==> src/hdl/mpps_pkg.sv <==
// constants and types shared by the phase sequencing and shedding block
package mpps_pkg;
  // ********************************************
  // register map (byte addresses)
  // ********************************************
  localparam logic [7:0] ADDR_CONFIG = 8'h00;
  localparam logic [7:0] ADDR_MP_PERIOD = 8'h04;
  localparam logic [7:0] ADDR_SP_PERIOD = 8'h08;
  localparam logic [7:0] ADDR_COMMAND = 8'h0C;
  localparam logic [7:0] ADDR_STATUS = 8'h10;
  localparam logic [7:0] ADDR_DUTY = 8'h14;
  // ********************************************
  // field positions
  // ********************************************
  localparam int CFG_SHED_BIT = 0;
  localparam int CFG_DIODE_BIT = 1;
  localparam int CMD_CODE_LSB = 0;
  localparam int CMD_DECAY_BIT = 2;
  localparam int DUTY_SP_LSB = 16;
  // ********************************************
  // reset values, phase limit and response codes
  // ********************************************
  localparam logic [1:0] CONFIG_RESET = 2'h0;
  localparam logic [15:0] MP_PERIOD_RESET = 16'h0064;
  localparam logic [15:0] SP_PERIOD_RESET = 16'h0050;
  localparam logic [15:0] MP_DUTY_RESET = 16'h0010;
  localparam logic [15:0] SP_DUTY_RESET = 16'h0010;
  localparam logic [2:0] PHASES_MAX = 3'h4;
  localparam logic [1:0] RESP_OKAY = 2'h0;
  localparam logic [1:0] RESP_SLVERR = 2'h2;
  // ********************************************
  // power state command codes
  // ********************************************
  localparam logic [1:0] CODE_FULL = 2'h0;
  localparam logic [1:0] CODE_LOW = 2'h1;
  localparam logic [1:0] CODE_VERY_LOW = 2'h2;
  localparam logic [1:0] CODE_ULTRA_LOW = 2'h3;
  // ********************************************
  // types
  // ********************************************
  typedef enum logic [1:0] {
    MODE_FULL = 2'h0,
    MODE_LOW = 2'h1,
    MODE_VERY_LOW = 2'h3
  } mpps_mode_t;
  // one phase pin: out/oe is the logic drive, mid asks the pad for the mid level
  typedef struct packed {
    logic out;
    logic oe;
    logic mid;
  } mpps_pin_t;
endpackage

==> src/hdl/mpps_top.sv <==
// multiphase phase sequencing, strap detection and phase shedding
//
// The placing of the registers and the AXI4-Lite slave port were decided locally.
`timescale 1ns/100ps
`default_nettype none
module mpps_top (
  // clock and reset
  input wire logic aclk,
  input wire logic aresetn,
  // axi4-lite write
  input wire logic [7:0] s_axi_awaddr,
  input wire logic s_axi_awvalid,
  output logic s_axi_awready,
  input wire logic [31:0] s_axi_wdata,
  input wire logic [3:0] s_axi_wstrb,
  input wire logic s_axi_wvalid,
  output logic s_axi_wready,
  output logic [1:0] s_axi_bresp,
  output logic s_axi_bvalid,
  input wire logic s_axi_bready,
  // axi4-lite read
  input wire logic [7:0] s_axi_araddr,
  input wire logic s_axi_arvalid,
  output logic s_axi_arready,
  output logic [31:0] s_axi_rdata,
  output logic [1:0] s_axi_rresp,
  output logic s_axi_rvalid,
  input wire logic s_axi_rready,
  // phase pins, read back for the strap
  input wire logic phase_in_one,
  input wire logic phase_in_two,
  input wire logic phase_in_three,
  input wire logic phase_in_four,
  input wire logic single_rail_in,
  output mpps_pkg::mpps_pin_t phase_out_one,
  output mpps_pkg::mpps_pin_t phase_out_two,
  output mpps_pkg::mpps_pin_t phase_out_three,
  output mpps_pkg::mpps_pin_t phase_out_four,
  output mpps_pkg::mpps_pin_t single_rail_phase_out,
  // board and analog status
  input wire logic coupling_select_pin,
  input wire logic power_enable_in,
  input wire logic bus_rail_enable_in,
  input wire logic soft_start_done,
  input wire logic fault_in,
  input wire logic burst_demand,
  // status outputs
  output logic regulator_ready,
  output logic [3:0] channel_current_sense,
  output logic single_addr_released
);
  // ********************************************
  // declarations
  // ********************************************
  logic [7:0] aw_addr;
  logic aw_held;
  logic w_held;
  logic [31:0] w_data;
  logic [3:0] w_strb;
  logic [1:0] cfg;
  logic [15:0] mp_period;
  logic [15:0] sp_period;
  logic [31:0] duty;
  logic strap_done;
  logic [2:0] n_phase;
  logic sp_off;
  logic [2:0] strap_n;
  mpps_pkg::mpps_mode_t req_mode;
  mpps_pkg::mpps_mode_t cur_mode;
  logic decaying;
  logic [2:0] act_n;
  logic [1:0] partner;
  logic [15:0] slot_len;
  logic [15:0] slot_cnt;
  logic [1:0] sidx;
  logic [1:0] fire_phase;
  logic slot_wrap;
  logic pulse_on;
  logic skip;
  logic [15:0] sp_cnt;
  logic enabled;
  logic diode_on;
  logic wr_fire;
  logic [31:0] next_word;
  logic [31:0] rd_word;
  logic rd_hit;
  logic [3:0] phase_rd;
  mpps_pkg::mpps_pin_t [3:0] phase_drv;

  assign phase_rd = {phase_in_four, phase_in_three, phase_in_two, phase_in_one};
  assign enabled = power_enable_in & bus_rail_enable_in;

  // ********************************************
  // axi4-lite slave
  // ********************************************
  assign s_axi_awready = !aw_held;
  assign s_axi_wready = !w_held;
  assign s_axi_arready = !s_axi_rvalid;
  assign wr_fire = aw_held && w_held && !s_axi_bvalid;

  function automatic logic [31:0] merge(input logic [31:0] old, input logic [31:0] nw, input logic [3:0] st);
    logic [31:0] r;
    r = old;
    for (int b = 0; b < 4; b++) begin
      if (st[b]) begin
        r[b*8 +: 8] = nw[b*8 +: 8];
      end
    end
    return r;
  endfunction

  always_ff @(posedge aclk) begin
    if (!aresetn) begin
      aw_held <= 1'b0;
      w_held <= 1'b0;
      aw_addr <= 8'h00;
      w_data <= 32'h00000000;
      w_strb <= 4'h0;
    end else begin
      if (s_axi_awvalid && !aw_held) begin
        aw_held <= 1'b1;
        aw_addr <= s_axi_awaddr;
      end else if (wr_fire) begin
        aw_held <= 1'b0;
      end
      if (s_axi_wvalid && !w_held) begin
        w_held <= 1'b1;
        w_data <= s_axi_wdata;
        w_strb <= s_axi_wstrb;
      end else if (wr_fire) begin
        w_held <= 1'b0;
      end
    end
  end

  always_ff @(posedge aclk) begin
    if (!aresetn) begin
      s_axi_bvalid <= 1'b0;
      s_axi_bresp <= mpps_pkg::RESP_OKAY;
    end else if (wr_fire) begin
      s_axi_bvalid <= 1'b1;
      if (aw_addr == mpps_pkg::ADDR_CONFIG || aw_addr == mpps_pkg::ADDR_MP_PERIOD ||
          aw_addr == mpps_pkg::ADDR_SP_PERIOD || aw_addr == mpps_pkg::ADDR_COMMAND ||
          aw_addr == mpps_pkg::ADDR_DUTY) begin
        s_axi_bresp <= mpps_pkg::RESP_OKAY;
      end else begin
        s_axi_bresp <= mpps_pkg::RESP_SLVERR;
      end
    end else if (s_axi_bready) begin
      s_axi_bvalid <= 1'b0;
    end
  end

  // byte-lane merge of the held write into whichever register the held address picks
  always_comb begin
    if (aw_addr == mpps_pkg::ADDR_CONFIG) begin
      next_word = merge({30'h0, cfg}, w_data, w_strb);
    end else if (aw_addr == mpps_pkg::ADDR_MP_PERIOD) begin
      next_word = merge({16'h0, mp_period}, w_data, w_strb);
    end else if (aw_addr == mpps_pkg::ADDR_SP_PERIOD) begin
      next_word = merge({16'h0, sp_period}, w_data, w_strb);
    end else begin
      next_word = merge(duty, w_data, w_strb);
    end
  end

  always_ff @(posedge aclk) begin
    if (!aresetn) begin
      cfg <= mpps_pkg::CONFIG_RESET;
      mp_period <= mpps_pkg::MP_PERIOD_RESET;
      sp_period <= mpps_pkg::SP_PERIOD_RESET;
      duty <= {mpps_pkg::SP_DUTY_RESET, mpps_pkg::MP_DUTY_RESET};
    end else if (wr_fire) begin
      if (aw_addr == mpps_pkg::ADDR_CONFIG) begin
        cfg <= next_word[1:0];
      end else if (aw_addr == mpps_pkg::ADDR_MP_PERIOD) begin
        mp_period <= next_word[15:0];
      end else if (aw_addr == mpps_pkg::ADDR_SP_PERIOD) begin
        sp_period <= next_word[15:0];
      end else if (aw_addr == mpps_pkg::ADDR_DUTY) begin
        duty <= next_word;
      end
    end
  end

  always_comb begin
    rd_hit = 1'b1;
    if (s_axi_araddr == mpps_pkg::ADDR_CONFIG) begin
      rd_word = {30'h0, cfg};
    end else if (s_axi_araddr == mpps_pkg::ADDR_MP_PERIOD) begin
      rd_word = {16'h0, mp_period};
    end else if (s_axi_araddr == mpps_pkg::ADDR_SP_PERIOD) begin
      rd_word = {16'h0, sp_period};
    end else if (s_axi_araddr == mpps_pkg::ADDR_COMMAND) begin
      rd_word = {27'h0, decaying, cur_mode, req_mode};
    end else if (s_axi_araddr == mpps_pkg::ADDR_STATUS) begin
      rd_word = {19'h0, diode_on, single_addr_released, channel_current_sense, act_n, n_phase, strap_done};
    end else if (s_axi_araddr == mpps_pkg::ADDR_DUTY) begin
      rd_word = duty;
    end else begin
      rd_word = 32'h00000000;
      rd_hit = 1'b0;
    end
  end

  always_ff @(posedge aclk) begin
    if (!aresetn) begin
      s_axi_rvalid <= 1'b0;
      s_axi_rdata <= 32'h00000000;
      s_axi_rresp <= mpps_pkg::RESP_OKAY;
    end else if (s_axi_arvalid && !s_axi_rvalid) begin
      s_axi_rvalid <= 1'b1;
      s_axi_rdata <= rd_word;
      s_axi_rresp <= rd_hit ? mpps_pkg::RESP_OKAY : mpps_pkg::RESP_SLVERR;
    end else if (s_axi_rready) begin
      s_axi_rvalid <= 1'b0;
    end
  end

  // ********************************************
  // strap capture
  // ********************************************
  // pins stay undriven until the first clock after reset, so the strap is read clean
  always_comb begin
    strap_n = mpps_pkg::PHASES_MAX;
    for (int p = 3; p >= 0; p--) begin
      if (phase_rd[p]) begin
        strap_n = p[2:0];
      end
    end
  end

  always_ff @(posedge aclk) begin
    if (!aresetn) begin
      strap_done <= 1'b0;
      n_phase <= 3'h0;
      sp_off <= 1'b0;
    end else if (!strap_done) begin
      strap_done <= 1'b1;
      n_phase <= strap_n;
      sp_off <= single_rail_in;
    end
  end

  assign single_addr_released = strap_done && sp_off;

  generate
    for (genvar p = 0; p < 4; p++) begin : g_sense
      assign channel_current_sense[p] = strap_done && (n_phase > p);
    end
  endgenerate

  // ********************************************
  // power state tracking
  // ********************************************
  always_ff @(posedge aclk) begin
    if (!aresetn) begin
      req_mode <= mpps_pkg::MODE_FULL;
      decaying <= 1'b0;
    end else if (wr_fire && aw_addr == mpps_pkg::ADDR_COMMAND && w_strb[0]) begin
      decaying <= w_data[mpps_pkg::CMD_DECAY_BIT];
      if (w_data[mpps_pkg::CMD_DECAY_BIT]) begin
        req_mode <= mpps_pkg::MODE_VERY_LOW;
      end else begin
        case (w_data[mpps_pkg::CMD_CODE_LSB +: 2])
          mpps_pkg::CODE_FULL: req_mode <= mpps_pkg::MODE_FULL;
          mpps_pkg::CODE_LOW: req_mode <= mpps_pkg::MODE_LOW;
          default: req_mode <= mpps_pkg::MODE_VERY_LOW;
        endcase
      end
    end
  end

  always_ff @(posedge aclk) begin
    if (!aresetn) begin
      cur_mode <= mpps_pkg::MODE_FULL;
    end else if (!regulator_ready) begin
      cur_mode <= mpps_pkg::MODE_FULL;
    end else if (slot_wrap) begin
      cur_mode <= req_mode;
    end
  end

  always_ff @(posedge aclk) begin
    if (!aresetn) begin
      regulator_ready <= 1'b0;
    end else begin
      regulator_ready <= strap_done && enabled && soft_start_done && !fault_in;
    end
  end

  // ********************************************
  // phase count and slot length
  // ********************************************
  assign partner = (n_phase == mpps_pkg::PHASES_MAX) ? 2'h2 : 2'h1;

  always_comb begin
    case (cur_mode)
      mpps_pkg::MODE_FULL: act_n = n_phase;
      mpps_pkg::MODE_LOW: act_n = (n_phase > 3'h1 && cfg[mpps_pkg::CFG_SHED_BIT]) ? 3'h2 : ((n_phase == 3'h0) ? 3'h0 : 3'h1);
      default: act_n = (n_phase == 3'h0) ? 3'h0 : 3'h1;
    endcase
  end

  // even spacing: each active phase owns one slot of period/act_n, coupled pair gets half each
  always_comb begin
    case (act_n)
      3'h2: slot_len = mp_period >> 1;
      3'h3: slot_len = mp_period / 16'h0003;
      3'h4: slot_len = mp_period >> 2;
      default: slot_len = mp_period;
    endcase
  end

  assign fire_phase = (cur_mode == mpps_pkg::MODE_FULL) ? sidx : ((sidx == 2'h0) ? 2'h0 : partner);
  assign slot_wrap = strap_done && (act_n != 3'h0) && (slot_cnt + 16'h0001 >= slot_len);
  assign diode_on = (cur_mode == mpps_pkg::MODE_VERY_LOW) && cfg[mpps_pkg::CFG_DIODE_BIT];

  // ********************************************
  // multiphase timebase
  // ********************************************
  // a period below act_n clocks degenerates to one-clock slots; software keeps it sane
  always_ff @(posedge aclk) begin
    if (!aresetn) begin
      slot_cnt <= 16'h0000;
      sidx <= 2'h0;
    end else if (slot_wrap) begin
      slot_cnt <= 16'h0000;
      if (regulator_ready && req_mode != cur_mode) begin
        sidx <= 2'h0;
      end else if ({1'b0, sidx} + 3'h1 >= act_n) begin
        sidx <= 2'h0;
      end else begin
        sidx <= sidx + 2'h1;
      end
    end else if (act_n != 3'h0) begin
      slot_cnt <= slot_cnt + 16'h0001;
    end
  end

  always_ff @(posedge aclk) begin
    if (!aresetn) begin
      skip <= 1'b0;
    end else if (slot_wrap) begin
      skip <= diode_on && !burst_demand;
    end
  end

  assign pulse_on = (act_n != 3'h0) && !skip && (slot_cnt < duty[15:0]);

  // ********************************************
  // single-phase timebase
  // ********************************************
  always_ff @(posedge aclk) begin
    if (!aresetn) begin
      sp_cnt <= 16'h0000;
    end else if (sp_cnt + 16'h0001 >= sp_period) begin
      sp_cnt <= 16'h0000;
    end else begin
      sp_cnt <= sp_cnt + 16'h0001;
    end
  end

  always_ff @(posedge aclk) begin
    if (!aresetn) begin
      single_rail_phase_out <= '0;
    end else if (!strap_done || sp_off) begin
      single_rail_phase_out <= '0;
    end else if (!enabled) begin
      single_rail_phase_out <= '{out: 1'b0, oe: 1'b1, mid: 1'b0};
    end else if (!soft_start_done || fault_in) begin
      single_rail_phase_out <= '{out: 1'b0, oe: 1'b0, mid: 1'b1};
    end else begin
      single_rail_phase_out <= '{out: (sp_cnt < duty[31:16]), oe: 1'b1, mid: 1'b0};
    end
  end

  // ********************************************
  // phase pin drive
  // ********************************************
  generate
    for (genvar p = 0; p < 4; p++) begin : g_phase
      logic in_use;
      always_comb begin
        case (cur_mode)
          mpps_pkg::MODE_FULL: in_use = 1'b1;
          mpps_pkg::MODE_LOW: in_use = (p == 0) || (act_n == 3'h2 && partner == p);
          default: in_use = (p == 0);
        endcase
      end
      always_ff @(posedge aclk) begin
        if (!aresetn) begin
          phase_drv[p] <= '0;
        end else if (!strap_done || n_phase <= p) begin
          phase_drv[p] <= '0;
        end else if (!enabled) begin
          phase_drv[p] <= '{out: 1'b0, oe: 1'b1, mid: 1'b0};
        end else if (!soft_start_done || fault_in) begin
          phase_drv[p] <= '{out: 1'b0, oe: 1'b0, mid: 1'b1};
        end else if (in_use) begin
          if (pulse_on && fire_phase == p) begin
            phase_drv[p] <= '{out: 1'b1, oe: 1'b1, mid: 1'b0};
          end else if (p == 0 && diode_on) begin
            phase_drv[p] <= '{out: 1'b0, oe: 1'b0, mid: 1'b1};
          end else begin
            phase_drv[p] <= '{out: 1'b0, oe: 1'b1, mid: 1'b0};
          end
        end else if (coupling_select_pin && partner == p && pulse_on && fire_phase == 2'h0) begin
          phase_drv[p] <= '{out: 1'b0, oe: 1'b1, mid: 1'b0};
        end else begin
          phase_drv[p] <= '{out: 1'b0, oe: 1'b0, mid: 1'b1};
        end
      end
    end
  endgenerate

  assign phase_out_one = phase_drv[0];
  assign phase_out_two = phase_drv[1];
  assign phase_out_three = phase_drv[2];
  assign phase_out_four = phase_drv[3];
endmodule
`default_nettype wire

==> config.mk <==
export PLATFORM = sky130hd
export DESIGN_NAME = mpps_top
export DESIGN_NICKNAME = d
export VERILOG_FILES = /design/src/hdl/mpps_pkg.sv /design/src/hdl/mpps_top.sv
export SDC_FILE = /design/constraint.sdc
export NUM_CORES = 1
export LEC_CHECK = 0
export ABC_AREA = 1
export BUFFER_PORTS_ARGS = -buffer_cell sky130_fd_sc_hd__buf_2
export CORE_MARGIN = 4
export CORE_UTILIZATION = 45
export CTS_CLUSTER_DIAMETER = 100
export CTS_CLUSTER_SIZE = 25
export DETAILED_ROUTE_END_ITERATION = 8
export PLACE_DENSITY = 0.62
export SYNTH_ARGS = -nofsm -noshare
export SYNTH_HDL_FRONTEND = slang
export SYNTH_SLANG_ARGS = --single-unit
==> constraint.sdc <==
create_clock -name aclk -period 10.8 [get_ports aclk]
set_input_delay 0.54 -clock aclk [delete_from_list [all_inputs] [get_ports aclk]]
set_output_delay 0.54 -clock aclk [all_outputs]
set_load 0.005 [all_outputs]
Yosys cells after proc, flatten, opt, wreduce, memory -nomap -nowiden
Cells that the tools add are included.
{"block": "op_classes", "mux": 76, "addsub": 4, "bitwise": 6, "div": 1, "order_cmp": 14, "eq_ne": 23, "reduce_logical": 96}
{"op": "two-way mux 32 bit", "n": 9}
{"op": "two-way mux 8 bit", "n": 12}
{"op": "one-hot mux 16 bit (3 select lines)", "n": 1}
{"op": "two-way mux 2 bit", "n": 22}
{"op": "logical AND 1 bit", "n": 39}
{"op": "two-way mux 3 bit", "n": 12}
{"op": "adder 16 x 1 -> 16 bit, second input constant", "n": 2}
{"op": "equality test 8 x 4 -> 1 bit, second input constant", "n": 4}
{"op": ">= comparator 16 bit", "n": 2}
{"op": "less-than comparator 16 bit", "n": 2}
{"op": "equality test 8 x 5 -> 1 bit, second input constant", "n": 3}
{"op": "OR reduction 4 bit", "n": 5}
{"op": "divider 16 x 2 -> 16 bit, second input constant", "n": 1}
{"op": "equality test 8 x 3 -> 1 bit, second input constant", "n": 2}
{"op": "logical NOT 8 bit", "n": 2}
{"op": "two-way mux 1 bit", "n": 15}
{"op": "OR reduction 3 bit", "n": 5}
{"op": "OR reduction 2 bit", "n": 7}
{"op": "AND reduction 6 bit", "n": 2}
{"op": "equality test 2 bit, second input constant", "n": 5}
{"op": "logical OR 1 bit", "n": 10}
{"op": "> comparator 3 x 1 -> 1 bit, second input constant", "n": 3}
{"op": "logical NOT 1 bit", "n": 9}
{"op": "equality test 2 x 1 -> 1 bit, second input constant", "n": 4}
{"op": "23 further kinds", "n": 42}
{"block": "word_totals", "input_bits": 70, "regBits": 211, "elab_cells": 262}

Logic depth before layout (Yosys ltp)
Gate-level depths: netlist of run 1.
{"block": "depth", "depth_word": 13, "depth_mapped": 60, "mapped_depth_nobuf": 60}

Least setup slack after synthesis of run 1
Ideal clock, no wire load.
{"block": "synth_path", "path_kind": "reg2reg", "startpoint": "reg mp_period[14]", "endpoint": "reg slot_cnt[15]", "period_less_slack_ns": 5.985, "arrival_time_ns": 5.899, "slack_ns": 4.815, "n_path_buf": 1, "t_required_ns": 10.714, "setup_time_ns": 0.086, "stages_incl_launch_ff": 54, "path_cell_list": "dfxtp_1 -> inv_1 -> nand2_1 -> nand2_2 -> nand2_2 -> nand2_1 -> o21ai_1 -> nand3_1 -> nand2_1 -> nand2_2 -> o21ai_2 -> nand2_2 -> o21ai_1 -> nand2_2 -> o21ai_2 -> nand2_2 -> o21ai_2 -> nand2_2 -> [18 not listed] -> a21oi_2 -> ha_1 -> inv_1 -> nand2_1 -> a21oi_1 -> o21ai_0 -> nand3_1 -> a21boi_0 -> o21a_1 -> o21ai_0 -> a21oi_1 -> a211oi_1 -> o21bai_1 -> a41o_1 -> nand2_1 -> nand2_1 -> clkbuf_1 -> a211oi_1"}
{"block": "synth_via", "elab_chain_cells": 5}
{"element": "from (decl)", "line": "mpps_top.sv:61", "text": "logic [15:0] mp_period;"}
{"element": "from (signal assigned)", "line": "mpps_top.sv:170", "text": "mp_period <= mpps_pkg::MP_PERIOD_RESET;"}
{"element": "from (signal assigned)", "line": "mpps_top.sv:177", "text": "mp_period <= next_word[15:0];"}
{"element": "divider 16 x 2 -> 16 bit", "line": "mpps_top.sv:309", "text": "3'h3: slot_len = mp_period / 16'h0003;"}
{"element": "one-hot mux 16 bit (3 select lines) (*)", "line": "mpps_top.sv:307", "text": "case (act_n)"}
{"element": ">= comparator 16 bit (*)", "line": "mpps_top.sv:316", "text": "assign slot_wrap = strap_done && (act_n != 3'h0) && (slot_cnt + 16'h0001 >= slot_len);"}
{"element": "logical AND 1 bit (*)", "line": "mpps_top.sv:316"}
{"element": "OR reduction 2 bit (no source line) (*)"}
{"element": "to (signal assigned)", "line": "mpps_top.sv:337", "text": "slot_cnt <= slot_cnt + 16'h0001;"}
{"element": "to (decl)", "line": "mpps_top.sv:74", "text": "logic [15:0] slot_cnt;"}
Mark *: on every way between the ends. The rest lies on a longest branch, timed or not.
A chain may end at the register's enable or synchronous reset.

Worst setup path in the final report of run 1
{"block": "layout_path", "startpoint": "reg mp_period[15]", "endpoint": "reg slot_cnt[3]"}
Same word-level chain as after synthesis.

==> impl_results.html, run 1 <==
<table>
<tr><th>Metric</th><th>Value</th></tr>
<tr><th colspan="2">Status</th></tr>
<tr><td>Outcome</td><td>complete, no violations</td></tr>
<tr><th colspan="2">CTS</th></tr>
<tr><td>Buffer cell driving the clock tree root</td><td>clkbuf_16</td></tr>
<tr><td>Number of levels the H-tree was split into</td><td>1</td></tr>
<tr><td>Hold_buf cts</td><td>0</td></tr>
<tr><td>Count of clock tree sinks</td><td>209</td></tr>
<tr><td>Register clock-pin slew on the reported worst setup and hold paths</td><td>0.11 ns</td></tr>
<tr><td>Post-CTS Setup Inserts</td><td>0</td></tr>
<tr><td>Worst-skew pair later-pin latency</td><td>0.48 ns</td></tr>
<tr><td>Clock buffers created by TritonCTS</td><td>12</td></tr>
<tr><td>CTS tree</td><td>yes</td></tr>
<tr><td>Post-CTS Resized</td><td>0</td></tr>
<tr><td>Number of buffers on the longest clock path</td><td>3</td></tr>
<tr><th colspan="2">Timing</th></tr>
<tr><td>Maximum clock skew at final layout</td><td>0.0178 ns</td></tr>
<tr><td>Setup violations, final</td><td>0</td></tr>
<tr><td>Setup TNS Final</td><td>0 ns</td></tr>
<tr><td>Worst slew pin tran</td><td>1.33 ns</td></tr>
<tr><td>Share of the clock period used by the worst path</td><td>66.6%</td></tr>
<tr><td>Slew headroom</td><td>11.3%</td></tr>
<tr><td>Minimum period implied by the final worst setup slack</td><td>7.19 ns</td></tr>
<tr><td>Achievable frequency</td><td>139 MHz</td></tr>
<tr><td>Number of pins with negative max-slew slack in the final report</td><td>0</td></tr>
<tr><td>Unrepaired setup endpoints after global routing</td><td>no</td></tr>
<tr><td>Hold Vio Cnt, Final</td><td>0</td></tr>
<tr><th colspan="2">Worst setup path</th></tr>
<tr><td>Setup crit start kind</td><td>register</td></tr>
<tr><td>Data arrival time of the worst path</td><td>7.56 ns</td></tr>
<tr><td>Cell at the slowest stage of the critical path</td><td>dfxtp_1</td></tr>
<tr><td>Biggest cell delay along the critical path</td><td>0.45 ns</td></tr>
<tr><td>Worst setup path class</td><td>register to register</td></tr>
<tr><td>Worst setup EP type</td><td>register</td></tr>
<tr><td>Crit Path Max Fanout</td><td>17</td></tr>
<tr><td>Most prevalent standard cell on the critical path</td><td>nand2_1</td></tr>
<tr><td>Worst endpoint required time</td><td>11.18 ns</td></tr>
<tr><th colspan="2">Floorplan</th></tr>
<tr><td>Initial core utilization</td><td>46.2%</td></tr>
<tr><td>X dimension of the die</td><td>167 um</td></tr>
<tr><td>Floorplan die height</td><td>167 um</td></tr>
<tr><td>Standard cell core area</td><td>0.0246 sq mm</td></tr>
<tr><td>Die area</td><td>0.0278 sq mm</td></tr>
<tr><td>Number of top-level design ports</td><td>132</td></tr>
<tr><td>Number of rows created at floorplan</td><td>57</td></tr>
<tr><th colspan="2">Routing</th></tr>
<tr><td>Detail Route Antenna Nets</td><td>0</td></tr>
<tr><td>Average routed wire per standard cell</td><td>16.8 um</td></tr>
<tr><td>DR DRC count</td><td>0</td></tr>
<tr><td>Routed vias/inst</td><td>5.36</td></tr>
<tr><td>TritonRoute pass-1 iters</td><td>5</td></tr>
<tr><td>Total number of vias</td><td>11000</td></tr>
<tr><td>Overall routed net length</td><td>34300 um</td></tr>
<tr><td>Number of design-rule violations left by the first detailed-router iteration</td><td>1089</td></tr>
<tr><th colspan="2">Layout</th></tr>
<tr><td>P&amp;R area growth vs syn</td><td>11.0%</td></tr>
<tr><td>Filler instances</td><td>2510</td></tr>
<tr><td>Final Util</td><td>51.3%</td></tr>
<tr><td>Area of the multi-input gates</td><td>0.00603 sq mm</td></tr>
<tr><td>Final instance area</td><td>0.0126 sq mm</td></tr>
<tr><td>Final net count</td><td>1859</td></tr>
<tr><td>Number of inserted diodes</td><td>0</td></tr>
<tr><td>Fraction of final layout cells with drive strength greater than 1</td><td>11.6%</td></tr>
<tr><td>Flip-flop and latch area</td><td>0.00418 sq mm</td></tr>
<tr><th colspan="2">Synthesis</th></tr>
<tr><td>Sequential element share of the synthesized area</td><td>36.8%</td></tr>
<tr><td>Leading cell type by number of instances after synthesis</td><td>nand2_1</td></tr>
<tr><td>Most common library cells after synthesis</td><td>nand2_1 (288), inv_1 (231), dfxtp_1 (209), nor2_1 (185), a21oi_1 (160)</td></tr>
<tr><td>Post-synthesis sequential element count</td><td>209</td></tr>
<tr><td>Biggest area contributors in the synthesized netlist</td><td>dfxtp_1 (37%), nand2_1 (9.5%), ha_1 (7.8%), inv_1 (7.6%), a21oi_1 (7.0%)</td></tr>
<tr><td>Total number of yosys warnings</td><td>0</td></tr>
<tr><td>Count of different cell masters after synthesis</td><td>49</td></tr>
<tr><td>Gate count of the mapped netlist</td><td>1622</td></tr>
<tr><td>Average instance area after synthesis</td><td>7.00 sq um</td></tr>
<tr><td>Number of enable flip-flop cells after synthesis</td><td>0</td></tr>
<tr><td>Async SR Flop Fraction</td><td>0%</td></tr>
<tr><td>Total standard cell area after synthesis</td><td>0.0114 sq mm</td></tr>
<tr><td>Cell type contributing the most total cell area after synthesis</td><td>dfxtp_1</td></tr>
<tr><td>Most frequently used flop master after synthesis</td><td>dfxtp_1</td></tr>
<tr><td>Portion of synthesized cell area occupied by the leading cell type</td><td>36.8%</td></tr>
<tr><th colspan="2">Power</th></tr>
<tr><td>Total power of the final layout</td><td>1490 uW</td></tr>
<tr><td>Largest vdd supply drop</td><td>0.000112 V</td></tr>
<tr><td>Power Density</td><td>118 mW/mm^2</td></tr>
<tr><td>Leakage power</td><td>0.00585 uW</td></tr>
<tr><th colspan="2">Job</th></tr>
<tr><td>Number of violations of the max-capacitance limit</td><td>0</td></tr>
<tr><th colspan="2">Global route</th></tr>
<tr><td>Number of global-route vias before repair</td><td>10100</td></tr>
<tr><td>Global route overflow</td><td>0</td></tr>
<tr><td>Number of antenna violations at the first check in global routing</td><td>0</td></tr>
<tr><td>Global routing usage summed across all routing layers</td><td>23.4%</td></tr>
<tr><td>Global-route wire length before repair</td><td>54000 um</td></tr>
<tr><td>Maximum number of pins on one net before global-route repair</td><td>72</td></tr>
<tr><th colspan="2">Place</th></tr>
<tr><td>Final weighted congestion of routability-driven global placement</td><td>0.992</td></tr>
<tr><td>Placed instance area</td><td>0.0123 sq mm</td></tr>
<tr><td>HPWL after DPL</td><td>25900 um</td></tr>
<tr><td>Port Buffer Count</td><td>129</td></tr>
<tr><th colspan="2">Worst hold path</th></tr>
<tr><td>Hold Path Class</td><td>primary input to register</td></tr>
</table>
## worst max-delay path, delay by kind of cell, from the launching register on
kind / cells / cell delay (ns)
DFF: 1 / 0.45
buffers and inverters: 3 / 0.23
and+or+nand+nor: 32 / 3.50
AOI/OAI and AO/OA: 17 / 2.33
adders and majority gates: 2 / 0.51
## sequential cells by signal, indices dropped and copies added, names as in the netlist, 4 cells and up
signal and cells:
mp_period 16, sp_period 16, slot_cnt 16, duty 32, sp_cnt 16, s_axi_rdata 32, w_data 32, w_strb 4
aw_addr 8
## cell families after synthesis
group	count (synthesis)	share of synthesized area, %
AO/OA/AOI/OAI	438	22.6
XOR/XNOR	22	1.70
adder cells (fa/ha/maj)	71	7.82
buffers and inverters	303	10.1
flip-flops	209	36.8
other	1	0.0330
AND/OR/NAND/NOR	578	20.8
## area by class of cell
| cell class | count | share of cell area, % |
|---|---|---|
| flip-flops and latches | 209 | 33.2 |
| repair buffers | 140 | 5.77 |
| multi-input cells | 1111 | 47.8 |
| well taps | 324 | 3.21 |
| clock buffers | 14 | 2.61 |
| clock inverters | 2 | 0.149 |
| inverters | 244 | 7.26 |
## where the power goes
group	total, uW	leakage [uW]	switching [uW]	internal [uW]
Clock	485	0.000168	264	221
Sequential	812	0.00170	18.5	794
Combinational	187	0.00398	122	65.0
## path summary, 6_finish.rpt
kind | from | cells past startpoint | slack (ns) | to
setup reg to reg | mp_period[15] | 54 | 3.61 | slot_cnt[3]
setup / recovery | mp_period[15] | 54 | 3.61 | slot_cnt[3]
hold reg to reg | aw_addr[5] | 2 | 0.47 | aw_addr[5]
hold / removal | s_axi_wdata[10] | 3 | 0.28 | w_data[10]
## through the flow
step | hold slack (ns) | setup slack [ns] | std cells
finish | 0.278 | 3.61 | 2044
global route | 0.269 | 2.94 | 2044
CTS | 0.267 | 3.75 | 2044
detailed placement | 0.451 | 3.82 | 2028
global placement | 0.448 | 4.08 | 2028
floorplan | 0.424 | 4.82 | 1623
## metal layers
| layer | part of all wire [%] | vias up | global-route usage (%) |
|---|---|---|---|
| met2 | 42 | 402 | 36.1 |
| li1 | - | 5564 | - |
| met4 | 2.8 | 0 | 6.51 |
| met5 | 0 | - | 0 |
| met1 | 47 | 4945 | 33.8 |
| met3 | 7.7 | 55 | 4.05 |
## cells in the final DEF (no fill, tap or decap), types with 2 or more instances in the layout
master	n
a41oi_1	2
o22ai_1	11
a21o_1	2
o21bai_1	4
a31oi_1	3
inv_1	231
ha_1	71
nor2_1	184
nor3_1	28
nor4_1	2
o21ai_0	151
o21ai_1	4
a211oi_1	15
o221ai_1	10
nand3_2	3
conb_1	2
o21a_1	8
dfxtp_1	209
xnor2_1	3
nand3_1	38
o21ai_2	8
a21oi_2	2
inv_2	8
o21bai_2	2
nand2_1	288
o31ai_1	2
buf_2	129
a21oi_1	160
xor2_1	19
nand4_1	12
a21boi_0	5
buf_4	11
nand2_2	14
a221oi_1	7
o2111ai_1	23
clkbuf_16	13
nor2_2	5
o211ai_1	14
clkinv_1	5
(Power assumes the default switching activity.)
==> run 2: changes to the inputs <==
- ABC_AREA: 1 -> 0
- PLACE_DENSITY: 0.62 -> 0.64
- clock period: 10.8 -> 6.3 ns (I/O delays scaled with it)
==> run 2 against run 1 <==
Compared with the run above:
- the flow now finishes with violations (negative setup slack)
- final area rose by 20%
- maximum frequency rose by 14%
- count of clock-buffer cells in the layout did not move
- worst setup slack got worse by 3.6 ns
- register-to-register slack got worse by 3.6 ns
- synthesized cell count rose by 1.8%
- critical path type unchanged
- critical endpoint is now sidx[0]
- critical path depth fell by 21
- via count rose by 14%
- largest cell class unchanged
- synthesized area rose by 15%
- utilization rose by 2.6 points
==> impl_results.html, run 2 <==
<table>
<tr><th>Metric</th><th>Value</th></tr>
<tr><th colspan="2">Job</th></tr>
<tr><td>Number of violations of the max-capacitance limit</td><td>0 (unchanged)</td></tr>
<tr><th colspan="2">Worst setup path</th></tr>
<tr><td>Worst setup path class</td><td>register to register (unchanged)</td></tr>
<tr><td>Biggest cell delay along the critical path</td><td>0.41 ns (was 0.45 ns)</td></tr>
<tr><td>Most prevalent standard cell on the critical path</td><td>a21o_1 (was nand2_1)</td></tr>
<tr><td>Worst endpoint required time</td><td>6.72 ns (was 11.18 ns)</td></tr>
<tr><td>Data arrival time of the worst path</td><td>6.74 ns (was 7.56 ns)</td></tr>
<tr><td>Worst setup EP type</td><td>register (unchanged)</td></tr>
<tr><td>Setup crit start kind</td><td>register (unchanged)</td></tr>
<tr><td>Crit Path Max Fanout</td><td>6 (was 17)</td></tr>
<tr><td>Cell at the slowest stage of the critical path</td><td>or3_4 (was dfxtp_1)</td></tr>
<tr><th colspan="2">Timing</th></tr>
<tr><td>Unrepaired setup endpoints after global routing</td><td>yes (was no)</td></tr>
<tr><td>Number of pins with negative max-slew slack in the final report</td><td>0 (unchanged)</td></tr>
<tr><td>Share of the clock period used by the worst path</td><td>100% (was 66.6%)</td></tr>
<tr><td>Hold Vio Cnt, Final</td><td>0 (unchanged)</td></tr>
<tr><td>Smallest hold slack</td><td>0.0346 ns (was 0.278 ns)</td></tr>
<tr><td>Worst slew pin tran</td><td>1.09 ns (was 1.33 ns)</td></tr>
<tr><td>Slew headroom</td><td>27.3% (was 11.3%)</td></tr>
<tr><td>Minimum period implied by the final worst setup slack</td><td>6.33 ns (was 7.19 ns)</td></tr>
<tr><td>Maximum clock skew at final layout</td><td>0.0333 ns (was 0.0178 ns)</td></tr>
<tr><td>Final WS setup</td><td>-0.0265 ns (was 3.61 ns)</td></tr>
<tr><td>Achievable frequency</td><td>158 MHz (was 139 MHz)</td></tr>
<tr><td>Setup violations, final</td><td>1 (was 0)</td></tr>
<tr><th colspan="2">Global route</th></tr>
<tr><td>Global routing usage summed across all routing layers</td><td>24.3% (was 23.4%)</td></tr>
<tr><td>Global route overflow</td><td>0 (unchanged)</td></tr>
<tr><td>Number of global-route vias before repair</td><td>11900 (was 10100)</td></tr>
<tr><td>Maximum number of pins on one net before global-route repair</td><td>89 (was 72)</td></tr>
<tr><td>Global-route wire length before repair</td><td>63300 um (was 54000 um)</td></tr>
<tr><td>Number of antenna violations at the first check in global routing</td><td>1 (was 0)</td></tr>
<tr><th colspan="2">Power</th></tr>
<tr><td>Net Sw Power</td><td>697 uW (was 405 uW)</td></tr>
<tr><td>Share of power burned in registers</td><td>54.2% (was 54.7%)</td></tr>
<tr><td>Power Density</td><td>169 mW/mm^2 (was 118 mW/mm^2)</td></tr>
<tr><td>Largest vdd supply drop</td><td>0.000205 V (was 0.000112 V)</td></tr>
<tr><td>Logic pwr share</td><td>10.9% (was 12.6%)</td></tr>
<tr><td>Leakage power</td><td>0.00641 uW (was 0.00585 uW)</td></tr>
<tr><td>Share of total power in the clock network</td><td>35.0% (was 32.7%)</td></tr>
<tr><td>Internal portion of total power</td><td>1860 uW (was 1080 uW)</td></tr>
<tr><td>Fraction of power spent switching nets</td><td>27.3% (about the same)</td></tr>
<tr><td>Total power of the final layout</td><td>2560 uW (was 1490 uW)</td></tr>
<tr><th colspan="2">Synthesis</th></tr>
<tr><td>Gate count of the mapped netlist</td><td>1651 (was 1622)</td></tr>
<tr><td>Async SR Flop Fraction</td><td>0% (unchanged)</td></tr>
<tr><td>Total number of yosys warnings</td><td>0 (unchanged)</td></tr>
<tr><td>Average instance area after synthesis</td><td>7.88 sq um (was 7.00 sq um)</td></tr>
<tr><td>Post-synthesis simple-gate area fraction</td><td>23.1% (was 20.8%)</td></tr>
<tr><td>Count of different cell masters after synthesis</td><td>92 (was 49)</td></tr>
<tr><td>Most frequently used flop master after synthesis</td><td>dfxtp_1 (unchanged)</td></tr>
<tr><td>Share of synthesized cell area in full adder, half adder and majority cells</td><td>6.83% (was 7.82%)</td></tr>
<tr><td>Sequential element share of the synthesized area</td><td>32.2% (was 36.8%)</td></tr>
<tr><td>Most common library cells after synthesis</td><td>nand2_1 (244), dfxtp_1 (209), nor2_1 (104), clkbuf_1 (96), a21oi_1 (88) (was nand2_1 (288), inv_1 (231), dfxtp_1 (209), nor2_1 (185), a21oi_1 (160))</td></tr>
<tr><td>Synthesized-area fraction occupied by ao, oa, aoi and oai cells</td><td>25.5% (was 22.6%)</td></tr>
<tr><td>Post-synthesis sequential element count</td><td>209 (unchanged)</td></tr>
<tr><td>Portion of synthesized cell area occupied by the leading cell type</td><td>32.2% (was 36.8%)</td></tr>
<tr><td>Total standard cell area after synthesis</td><td>0.0130 sq mm (was 0.0114 sq mm)</td></tr>
<tr><td>Biggest area contributors in the synthesized netlist</td><td>dfxtp_1 (32%), nand2_1 (7.0%), ha_1 (6.8%), a21boi_0 (3.9%), nor2b_1 (3.4%) (was dfxtp_1 (37%), nand2_1 (9.5%), ha_1 (7.8%), inv_1 (7.6%), a21oi_1 (7.0%))</td></tr>
<tr><td>Largest family of logic cells by synthesized area</td><td>compound AO/OA/AOI/OAI gates (unchanged)</td></tr>
<tr><td>Mux cell area share after synthesis</td><td>2.43% (was 0%)</td></tr>
<tr><td>Leading cell type by number of instances after synthesis</td><td>nand2_1 (unchanged)</td></tr>
<tr><td>Xor/xnor share of the synthesized area</td><td>3.63% (was 1.70%)</td></tr>
<tr><td>Number of enable flip-flop cells after synthesis</td><td>0 (unchanged)</td></tr>
<tr><td>Cell type contributing the most total cell area after synthesis</td><td>dfxtp_1 (unchanged)</td></tr>
<tr><th colspan="2">Layout</th></tr>
<tr><td>P&amp;R area growth vs syn</td><td>16.5% (was 11.0%)</td></tr>
<tr><td>Area of the multi-input gates</td><td>0.00828 sq mm (was 0.00603 sq mm)</td></tr>
<tr><td>Commonest non-fill, non-tap cells in the layout</td><td>nand2_1 (240), dfxtp_1 (203), buf_2 (128), nor2_1 (101), buf_4 (97) (was nand2_1 (288), inv_1 (231), dfxtp_1 (209), nor2_1 (184), a21oi_1 (160))</td></tr>
<tr><td>Flip-flop and latch area</td><td>0.00420 sq mm (was 0.00418 sq mm)</td></tr>
<tr><td>Final net count</td><td>1924 (was 1859)</td></tr>
<tr><td>Filler instances</td><td>2705 (was 2510)</td></tr>
<tr><td>Fraction of final layout cells with drive strength greater than 1</td><td>18.7% (was 11.6%)</td></tr>
<tr><td>Number of inserted diodes</td><td>0 (unchanged)</td></tr>
<tr><td>Commonest non-fill, non-tap cell in the layout</td><td>nand2_1 (unchanged)</td></tr>
<tr><td>Top flop regs</td><td>duty: 32 flops, s_axi_rdata: 32 flops, w_data: 32 flops (unchanged)</td></tr>
<tr><th colspan="2">CTS</th></tr>
<tr><td>CTS tree</td><td>yes (unchanged)</td></tr>
<tr><td>Count of clock tree sinks</td><td>209 (unchanged)</td></tr>
<tr><td>Clock buffers created by TritonCTS</td><td>13 (was 12)</td></tr>
<tr><td>Number of buffers on the longest clock path</td><td>3 (unchanged)</td></tr>
<tr><td>Buffer cell driving the clock tree root</td><td>clkbuf_16 (unchanged)</td></tr>
<tr><td>Number of levels the H-tree was split into</td><td>1 (unchanged)</td></tr>
<tr><td>Register clock-pin slew on the reported worst setup and hold paths</td><td>0.10 ns (was 0.11 ns)</td></tr>
<tr><td>Worst-skew pair later-pin latency</td><td>0.50 ns (was 0.48 ns)</td></tr>
<tr><th colspan="2">Routing</th></tr>
<tr><td>DR DRC count</td><td>0 (unchanged)</td></tr>
<tr><td>Total number of vias</td><td>12500 (was 11000)</td></tr>
<tr><td>Number of design-rule violations left by the first detailed-router iteration</td><td>1271 (was 1089)</td></tr>
<tr><td>TritonRoute pass-1 iters</td><td>6 (was 5)</td></tr>
<tr><td>Average routed wire per standard cell</td><td>18.5 um (was 16.8 um)</td></tr>
<tr><td>Overall routed net length</td><td>40000 um (was 34300 um)</td></tr>
<tr><td>Detail Route Antenna Nets</td><td>0 (unchanged)</td></tr>
<tr><td>Routed vias/inst</td><td>5.76 (was 5.36)</td></tr>
<tr><th colspan="2">Place</th></tr>
<tr><td>Final weighted congestion of routability-driven global placement</td><td>0.945 (was 0.992)</td></tr>
<tr><td>HPWL after DPL</td><td>29600 um (was 25900 um)</td></tr>
<tr><td>Port Buffer Count</td><td>129 (unchanged)</td></tr>
<tr><th colspan="2">Floorplan</th></tr>
<tr><td>Initial core utilization</td><td>46.2% (about the same)</td></tr>
<tr><td>Floorplan die height</td><td>178 um (was 167 um)</td></tr>
<tr><td>Standard cell core area</td><td>0.0282 sq mm (was 0.0246 sq mm)</td></tr>
<tr><td>Number of rows created at floorplan</td><td>61 (was 57)</td></tr>
<tr><td>X dimension of the die</td><td>178 um (was 167 um)</td></tr>
<tr><td>Die area</td><td>0.0317 sq mm (was 0.0278 sq mm)</td></tr>
<tr><td>Number of top-level design ports</td><td>132 (unchanged)</td></tr>
<tr><th colspan="2">Status</th></tr>
<tr><td>Outcome</td><td>finished, violations left (was complete, no violations)</td></tr>
<tr><td>Violated checks</td><td>negative setup slack</td></tr>
<tr><th colspan="2">Worst hold path</th></tr>
<tr><td>Hold Path Class</td><td>primary input to register (unchanged)</td></tr>
</table>
[run 2: cell types whose count changed after synthesis, sizes merged, moves of 35 or more]
| cell | change |
|---|---|
| a21oi | -72 |
| clkbuf | +44 |
| nor2 | -85 |
| o21ai | -95 |
| nand2 | -57 |
| nor2b | +71 |
| a21boi | +62 |
| inv | -157 |
| a21o | +35 |
[run 2: area by class of cell]
type | instances | share of cell area, %
inverters | 83 | 2.05
repair buffers | 235 | 9.94
multi-input cells | 1241 | 54.6
flip-flops and latches | 209 | 27.7
clock inverters | 4 | 0.380
clock buffers | 14 | 2.17
well taps | 378 | 3.12
[run 2: cells by family after synthesis]
logic type                 count (synthesis)
AOI/OAI and AO/OA                        459
muxes                                     31
xor gates and xnor gates                  54
and+or+nand+nor                          623
adders and majority gates                 71
other                                      1
buffers and inverters                    203
DFF                                      209
[run 2: timing repair]
item	4_1_cts	5_1_grt
endpoints found under the setup margin	21	21
pin swaps	31	3
hold buffers	0	0
gates resized for setup	42	33
gates cloned	1	1
setup buffers	8	7
[run 2: critical path, delay by kind of cell (launching register included)]
kind	cells	cell delay (ns)
mux	1	0.11
xor+xnor	1	0.10
compound gates	14	2.61
fa+ha+maj	2	0.61
simple gates	12	2.00
buf+inv	3	0.42
flops	1	0.40
[run 2: through the flow]
step / cell area (sq um) / setup TNS, ns / util, % / instances / setup slack [ns]
2_1_floorplan: 13000 / 0 / - / 1652 / 0.0193
3_3_place_gp: 14300 / -4.93 / 50.9 / 2131 / -0.273
3_5_place_dp: 14300 / -6.77 / 50.9 / 2131 / -0.359
4_1_cts: 14900 / 0 / 53.0 / 2157 / 0.00547
5_1_grt: 15200 / -4.68 / 53.8 / 2164 / -0.273
6_report: 15200 / -0.0265 / 53.8 / 2164 / -0.0265
[run 2: layer usage]
metal  global-route usage, %  routed length [um]  up-vias
met3                    2.95                2420       70
met5                       0                  12        -
met4                    5.35                 968        2
met2                    39.9               18300      428
li1                        -                   -     6078
met1                    34.4               18300     5892
[run 2: power by group through the flow]
stage	clock, uW	combinational (uW)	sequential, uW
2_1_floorplan	0	188	1400
3_3_place_gp	0	267	1420
3_5_place_dp	0	269	1420
4_1_cts	915	272	1380
5_1_grt	956	309	1390
6_report	894	278	1380
[run 2: worst paths after layout]
path / startpoint / to / slack (ns) / cells past startpoint
setup reg to reg: mp_period[12] / sidx[0] / -0.03 / 33
hold / removal: s_axi_awvalid / aw_held / 0.03 / 3
hold reg to reg: w_data[17] / w_data[17] / 0.47 / 2
setup / recovery: mp_period[12] / sidx[0] / -0.03 / 33
==> run 3: changes to the inputs <==
- REMOVE_ABC_BUFFERS: unset -> 1
==> run 3 against run 2 <==
Compared with the run above:
- largest cell class unchanged
- sequential cell count is the same
- power shrank 2.7%
- sequential power is essentially flat
- critical path type unchanged
- clock skew is essentially flat
- cell count grew 0.42%
- clock power shrank 7.4%
- maximum frequency shrank 0.60%
- global-route usage shrank 0.97 points
- the flow still finishes with violations (negative setup slack)
- critical path depth grew 1
==> impl_results.html, run 3 (synthesized netlist as in run 2, its figures left out) <==
<table>
<tr><th>Metric</th><th>Value</th></tr>
<tr><th colspan="2">Status</th></tr>
<tr><td>Outcome</td><td>finished, violations left (unchanged)</td></tr>
<tr><td>Violated checks</td><td>negative setup slack (unchanged)</td></tr>
<tr><th colspan="2">Global route</th></tr>
<tr><td>Global route overflow</td><td>0 (unchanged)</td></tr>
<tr><td>Global-route wire length before repair</td><td>61400 um (was 63300 um)</td></tr>
<tr><td>Number of antenna violations at the first check in global routing</td><td>1 (unchanged)</td></tr>
<tr><td>Global routing usage summed across all routing layers</td><td>23.4% (was 24.3%)</td></tr>
<tr><td>Number of global-route vias before repair</td><td>11800 (was 11900)</td></tr>
<tr><td>Maximum number of pins on one net before global-route repair</td><td>88 (was 89)</td></tr>
<tr><th colspan="2">Timing</th></tr>
<tr><td>Slew headroom</td><td>15.4% (was 27.3%)</td></tr>
<tr><td>Hold Vio Cnt, Final</td><td>0 (unchanged)</td></tr>
<tr><td>Final WS setup</td><td>-0.0644 ns (was -0.0265 ns)</td></tr>
<tr><td>Achievable frequency</td><td>157 MHz (was 158 MHz)</td></tr>
<tr><td>Maximum clock skew at final layout</td><td>0.0335 ns (was 0.0333 ns)</td></tr>
<tr><td>Share of the clock period used by the worst path</td><td>101% (was 100%)</td></tr>
<tr><td>Minimum period implied by the final worst setup slack</td><td>6.36 ns (was 6.33 ns)</td></tr>
<tr><td>Number of pins with negative max-slew slack in the final report</td><td>0 (unchanged)</td></tr>
<tr><td>Unrepaired setup endpoints after global routing</td><td>yes (unchanged)</td></tr>
<tr><td>Worst slew pin tran</td><td>1.27 ns (was 1.09 ns)</td></tr>
<tr><td>Setup violations, final</td><td>19 (was 1)</td></tr>
<tr><td>Smallest hold slack</td><td>0.0682 ns (was 0.0346 ns)</td></tr>
<tr><th colspan="2">Job</th></tr>
<tr><td>Number of violations of the max-capacitance limit</td><td>0 (unchanged)</td></tr>
<tr><th colspan="2">Floorplan</th></tr>
<tr><td>Initial core utilization</td><td>46.2% (unchanged)</td></tr>
<tr><td>Standard cell core area</td><td>0.0282 sq mm (unchanged)</td></tr>
<tr><td>X dimension of the die</td><td>178 um (unchanged)</td></tr>
<tr><td>Number of rows created at floorplan</td><td>61 (unchanged)</td></tr>
<tr><td>Number of top-level design ports</td><td>132 (unchanged)</td></tr>
<tr><td>Die area</td><td>0.0317 sq mm (unchanged)</td></tr>
<tr><td>Floorplan die height</td><td>178 um (unchanged)</td></tr>
<tr><th colspan="2">Layout</th></tr>
<tr><td>Area of the multi-input gates</td><td>0.00835 sq mm (was 0.00828 sq mm)</td></tr>
<tr><td>Final instance area</td><td>0.0153 sq mm (was 0.0152 sq mm)</td></tr>
<tr><td>Commonest non-fill, non-tap cell in the layout</td><td>nand2_1 (unchanged)</td></tr>
<tr><td>P&amp;R area growth vs syn</td><td>17.7% (was 16.5%)</td></tr>
<tr><td>Flip-flop and latch area</td><td>0.00420 sq mm (unchanged)</td></tr>
<tr><td>Final net count</td><td>1934 (was 1924)</td></tr>
<tr><td>Fraction of final layout cells with drive strength greater than 1</td><td>19.5% (was 18.7%)</td></tr>
<tr><td>Filler instances</td><td>2662 (was 2705)</td></tr>
<tr><td>Commonest non-fill, non-tap cells in the layout</td><td>nand2_1 (241), dfxtp_1 (203), buf_2 (128), buf_4 (105), nor2_1 (90) (was nand2_1 (240), dfxtp_1 (203), buf_2 (128), nor2_1 (101), buf_4 (97))</td></tr>
<tr><td>Top flop regs</td><td>duty: 32 flops, s_axi_rdata: 32 flops, w_data: 32 flops (unchanged)</td></tr>
<tr><td>Post-layout instance count excluding filler cells</td><td>2173 (was 2164)</td></tr>
<tr><th colspan="2">Routing</th></tr>
<tr><td>Number of design-rule violations left by the first detailed-router iteration</td><td>1087 (was 1271)</td></tr>
<tr><td>Total number of vias</td><td>12300 (was 12500)</td></tr>
<tr><td>Average routed wire per standard cell</td><td>17.6 um (was 18.5 um)</td></tr>
<tr><td>TritonRoute pass-1 iters</td><td>6 (unchanged)</td></tr>
<tr><td>DR DRC count</td><td>0 (unchanged)</td></tr>
<tr><td>Routed vias/inst</td><td>5.66 (was 5.76)</td></tr>
<tr><td>Detail Route Antenna Nets</td><td>0 (unchanged)</td></tr>
<tr><td>Overall routed net length</td><td>38300 um (was 40000 um)</td></tr>
<tr><th colspan="2">CTS</th></tr>
<tr><td>Count of clock tree sinks</td><td>209 (unchanged)</td></tr>
<tr><td>CTS tree</td><td>yes (unchanged)</td></tr>
<tr><td>Number of levels the H-tree was split into</td><td>1 (unchanged)</td></tr>
<tr><td>Number of buffers on the longest clock path</td><td>3 (unchanged)</td></tr>
<tr><td>Clock buffers created by TritonCTS</td><td>12 (was 13)</td></tr>
<tr><td>Buffer cell driving the clock tree root</td><td>clkbuf_16 (unchanged)</td></tr>
<tr><td>Register clock-pin slew on the reported worst setup and hold paths</td><td>0.11 ns (was 0.10 ns)</td></tr>
<tr><td>Worst-skew pair later-pin latency</td><td>0.48 ns (was 0.50 ns)</td></tr>
<tr><th colspan="2">Worst setup path</th></tr>
<tr><td>Cell at the slowest stage of the critical path</td><td>dfxtp_4 (was or3_4)</td></tr>
<tr><td>Most prevalent standard cell on the critical path</td><td>a21o_1 (unchanged)</td></tr>
<tr><td>Setup crit start kind</td><td>register (unchanged)</td></tr>
<tr><td>Worst setup EP type</td><td>register (unchanged)</td></tr>
<tr><td>Biggest cell delay along the critical path</td><td>0.41 ns (about the same)</td></tr>
<tr><td>Crit Path Max Fanout</td><td>6 (unchanged)</td></tr>
<tr><td>Data arrival time of the worst path</td><td>6.78 ns (was 6.74 ns)</td></tr>
<tr><td>Worst endpoint required time</td><td>6.72 ns (about the same)</td></tr>
<tr><td>Worst setup path class</td><td>register to register (unchanged)</td></tr>
<tr><th colspan="2">Place</th></tr>
<tr><td>Port Buffer Count</td><td>129 (unchanged)</td></tr>
<tr><td>HPWL after DPL</td><td>28000 um (was 29600 um)</td></tr>
<tr><td>Cell count after placement</td><td>2140 (was 2131)</td></tr>
<tr><td>Pre-CTS WS</td><td>-0.351 ns (was -0.359 ns)</td></tr>
<tr><td>Final weighted congestion of routability-driven global placement</td><td>0.894 (was 0.945)</td></tr>
<tr><td>Placed instance area</td><td>0.0144 sq mm (was 0.0143 sq mm)</td></tr>
<tr><th colspan="2">Power</th></tr>
<tr><td>Total power of the final layout</td><td>2490 uW (was 2560 uW)</td></tr>
<tr><td>Largest vdd supply drop</td><td>0.000197 V (was 0.000205 V)</td></tr>
<tr><td>Power Density</td><td>162 mW/mm^2 (was 169 mW/mm^2)</td></tr>
<tr><td>Leakage power</td><td>0.00646 uW (was 0.00641 uW)</td></tr>
<tr><th colspan="2">Worst hold path</th></tr>
<tr><td>Hold Path Class</td><td>primary input to register (unchanged)</td></tr>
</table>
## run 3: cell count changes in the layout (fill, tap and decap cells not counted), moves of 3 or more
cell / previous run / this run
nand2_4: 3 / 0
o21ai_2: 6 / 2
nor2_4: 2 / 14
o21ai_1: 3 / 6
buf_12: 1 / 4
buf_4: 97 / 105
nor2_1: 101 / 90
## run 3: final cells by class
cell class                      count  share of cell area [%]
Clock inverter                      1                   0.106
Multi-Input combinational cell   1240                    54.5
Clock buffer                       13                    2.12
Antenna cell                        2                  0.0327
Timing Repair Buffer              247                    10.7
Sequential cell                   209                    27.4
Tap cell                          378                    3.09
Inverter                           83                    2.03
## run 3: final timing paths
check / startpoint / endpoint / slack, ns / cells past startpoint
setup / recovery: mp_period[12] / sidx[0] / -0.06 / 34
hold reg to reg: w_data[23] / w_data[23] / 0.47 / 2
setup reg to reg: mp_period[12] / sidx[0] / -0.06 / 34
hold / removal: s_axi_wdata[23] / w_data[23] / 0.07 / 3
## run 3: metrics by stage
| stage | setup TNS [ns] | utilization (%) |
|---|---|---|
| global route | -7.64 | 54.4 |
| CTS | 0 | 53.8 |
| floorplan | -11.77 | - |
| global placement | -5.41 | 51.2 |
| finish | -0.624 | 54.4 |
| detailed placement | -6.78 | 51.2 |
## run 3: critical path: cells and delay by family (launching register included)
| family | cells | cell delay, ns |
|---|---|---|
| xor gates and xnor gates | 1 | 0.10 |
| and+or+nand+nor | 11 | 1.93 |
| buffers and inverters | 4 | 0.66 |
| adders and majority gates | 2 | 0.58 |
| DFF | 1 | 0.41 |
| AOI/OAI and AO/OA | 15 | 2.49 |
| muxes | 1 | 0.12 |
## run 3: power by group
group	switching [uW]	total, uW	internal (uW)	leakage [uW]
logic	165	279	115	0.00459
registers	31.6	1380	1350	0.00170
clock network	451	828	378	0.000168
## run 3: routing by layer
layer | part of all wire (%) | vias to the layer above | global-route usage, %
met5 | 0 | - | 0
met4 | 3.2 | 0 | 7.44
met3 | 5.4 | 86 | 2.95
met2 | 47 | 369 | 38.9
met1 | 45 | 5756 | 31.6
li1 | - | 6092 | -
## run 3: timing repair
item	CTS	global route
endpoints found under the hold margin	0	0
resized for setup	62	34
gates cloned	0	1
pin swaps	35	13
setup buffers	16	2
hold buffers	0	0
endpoints found under the setup margin	21	21
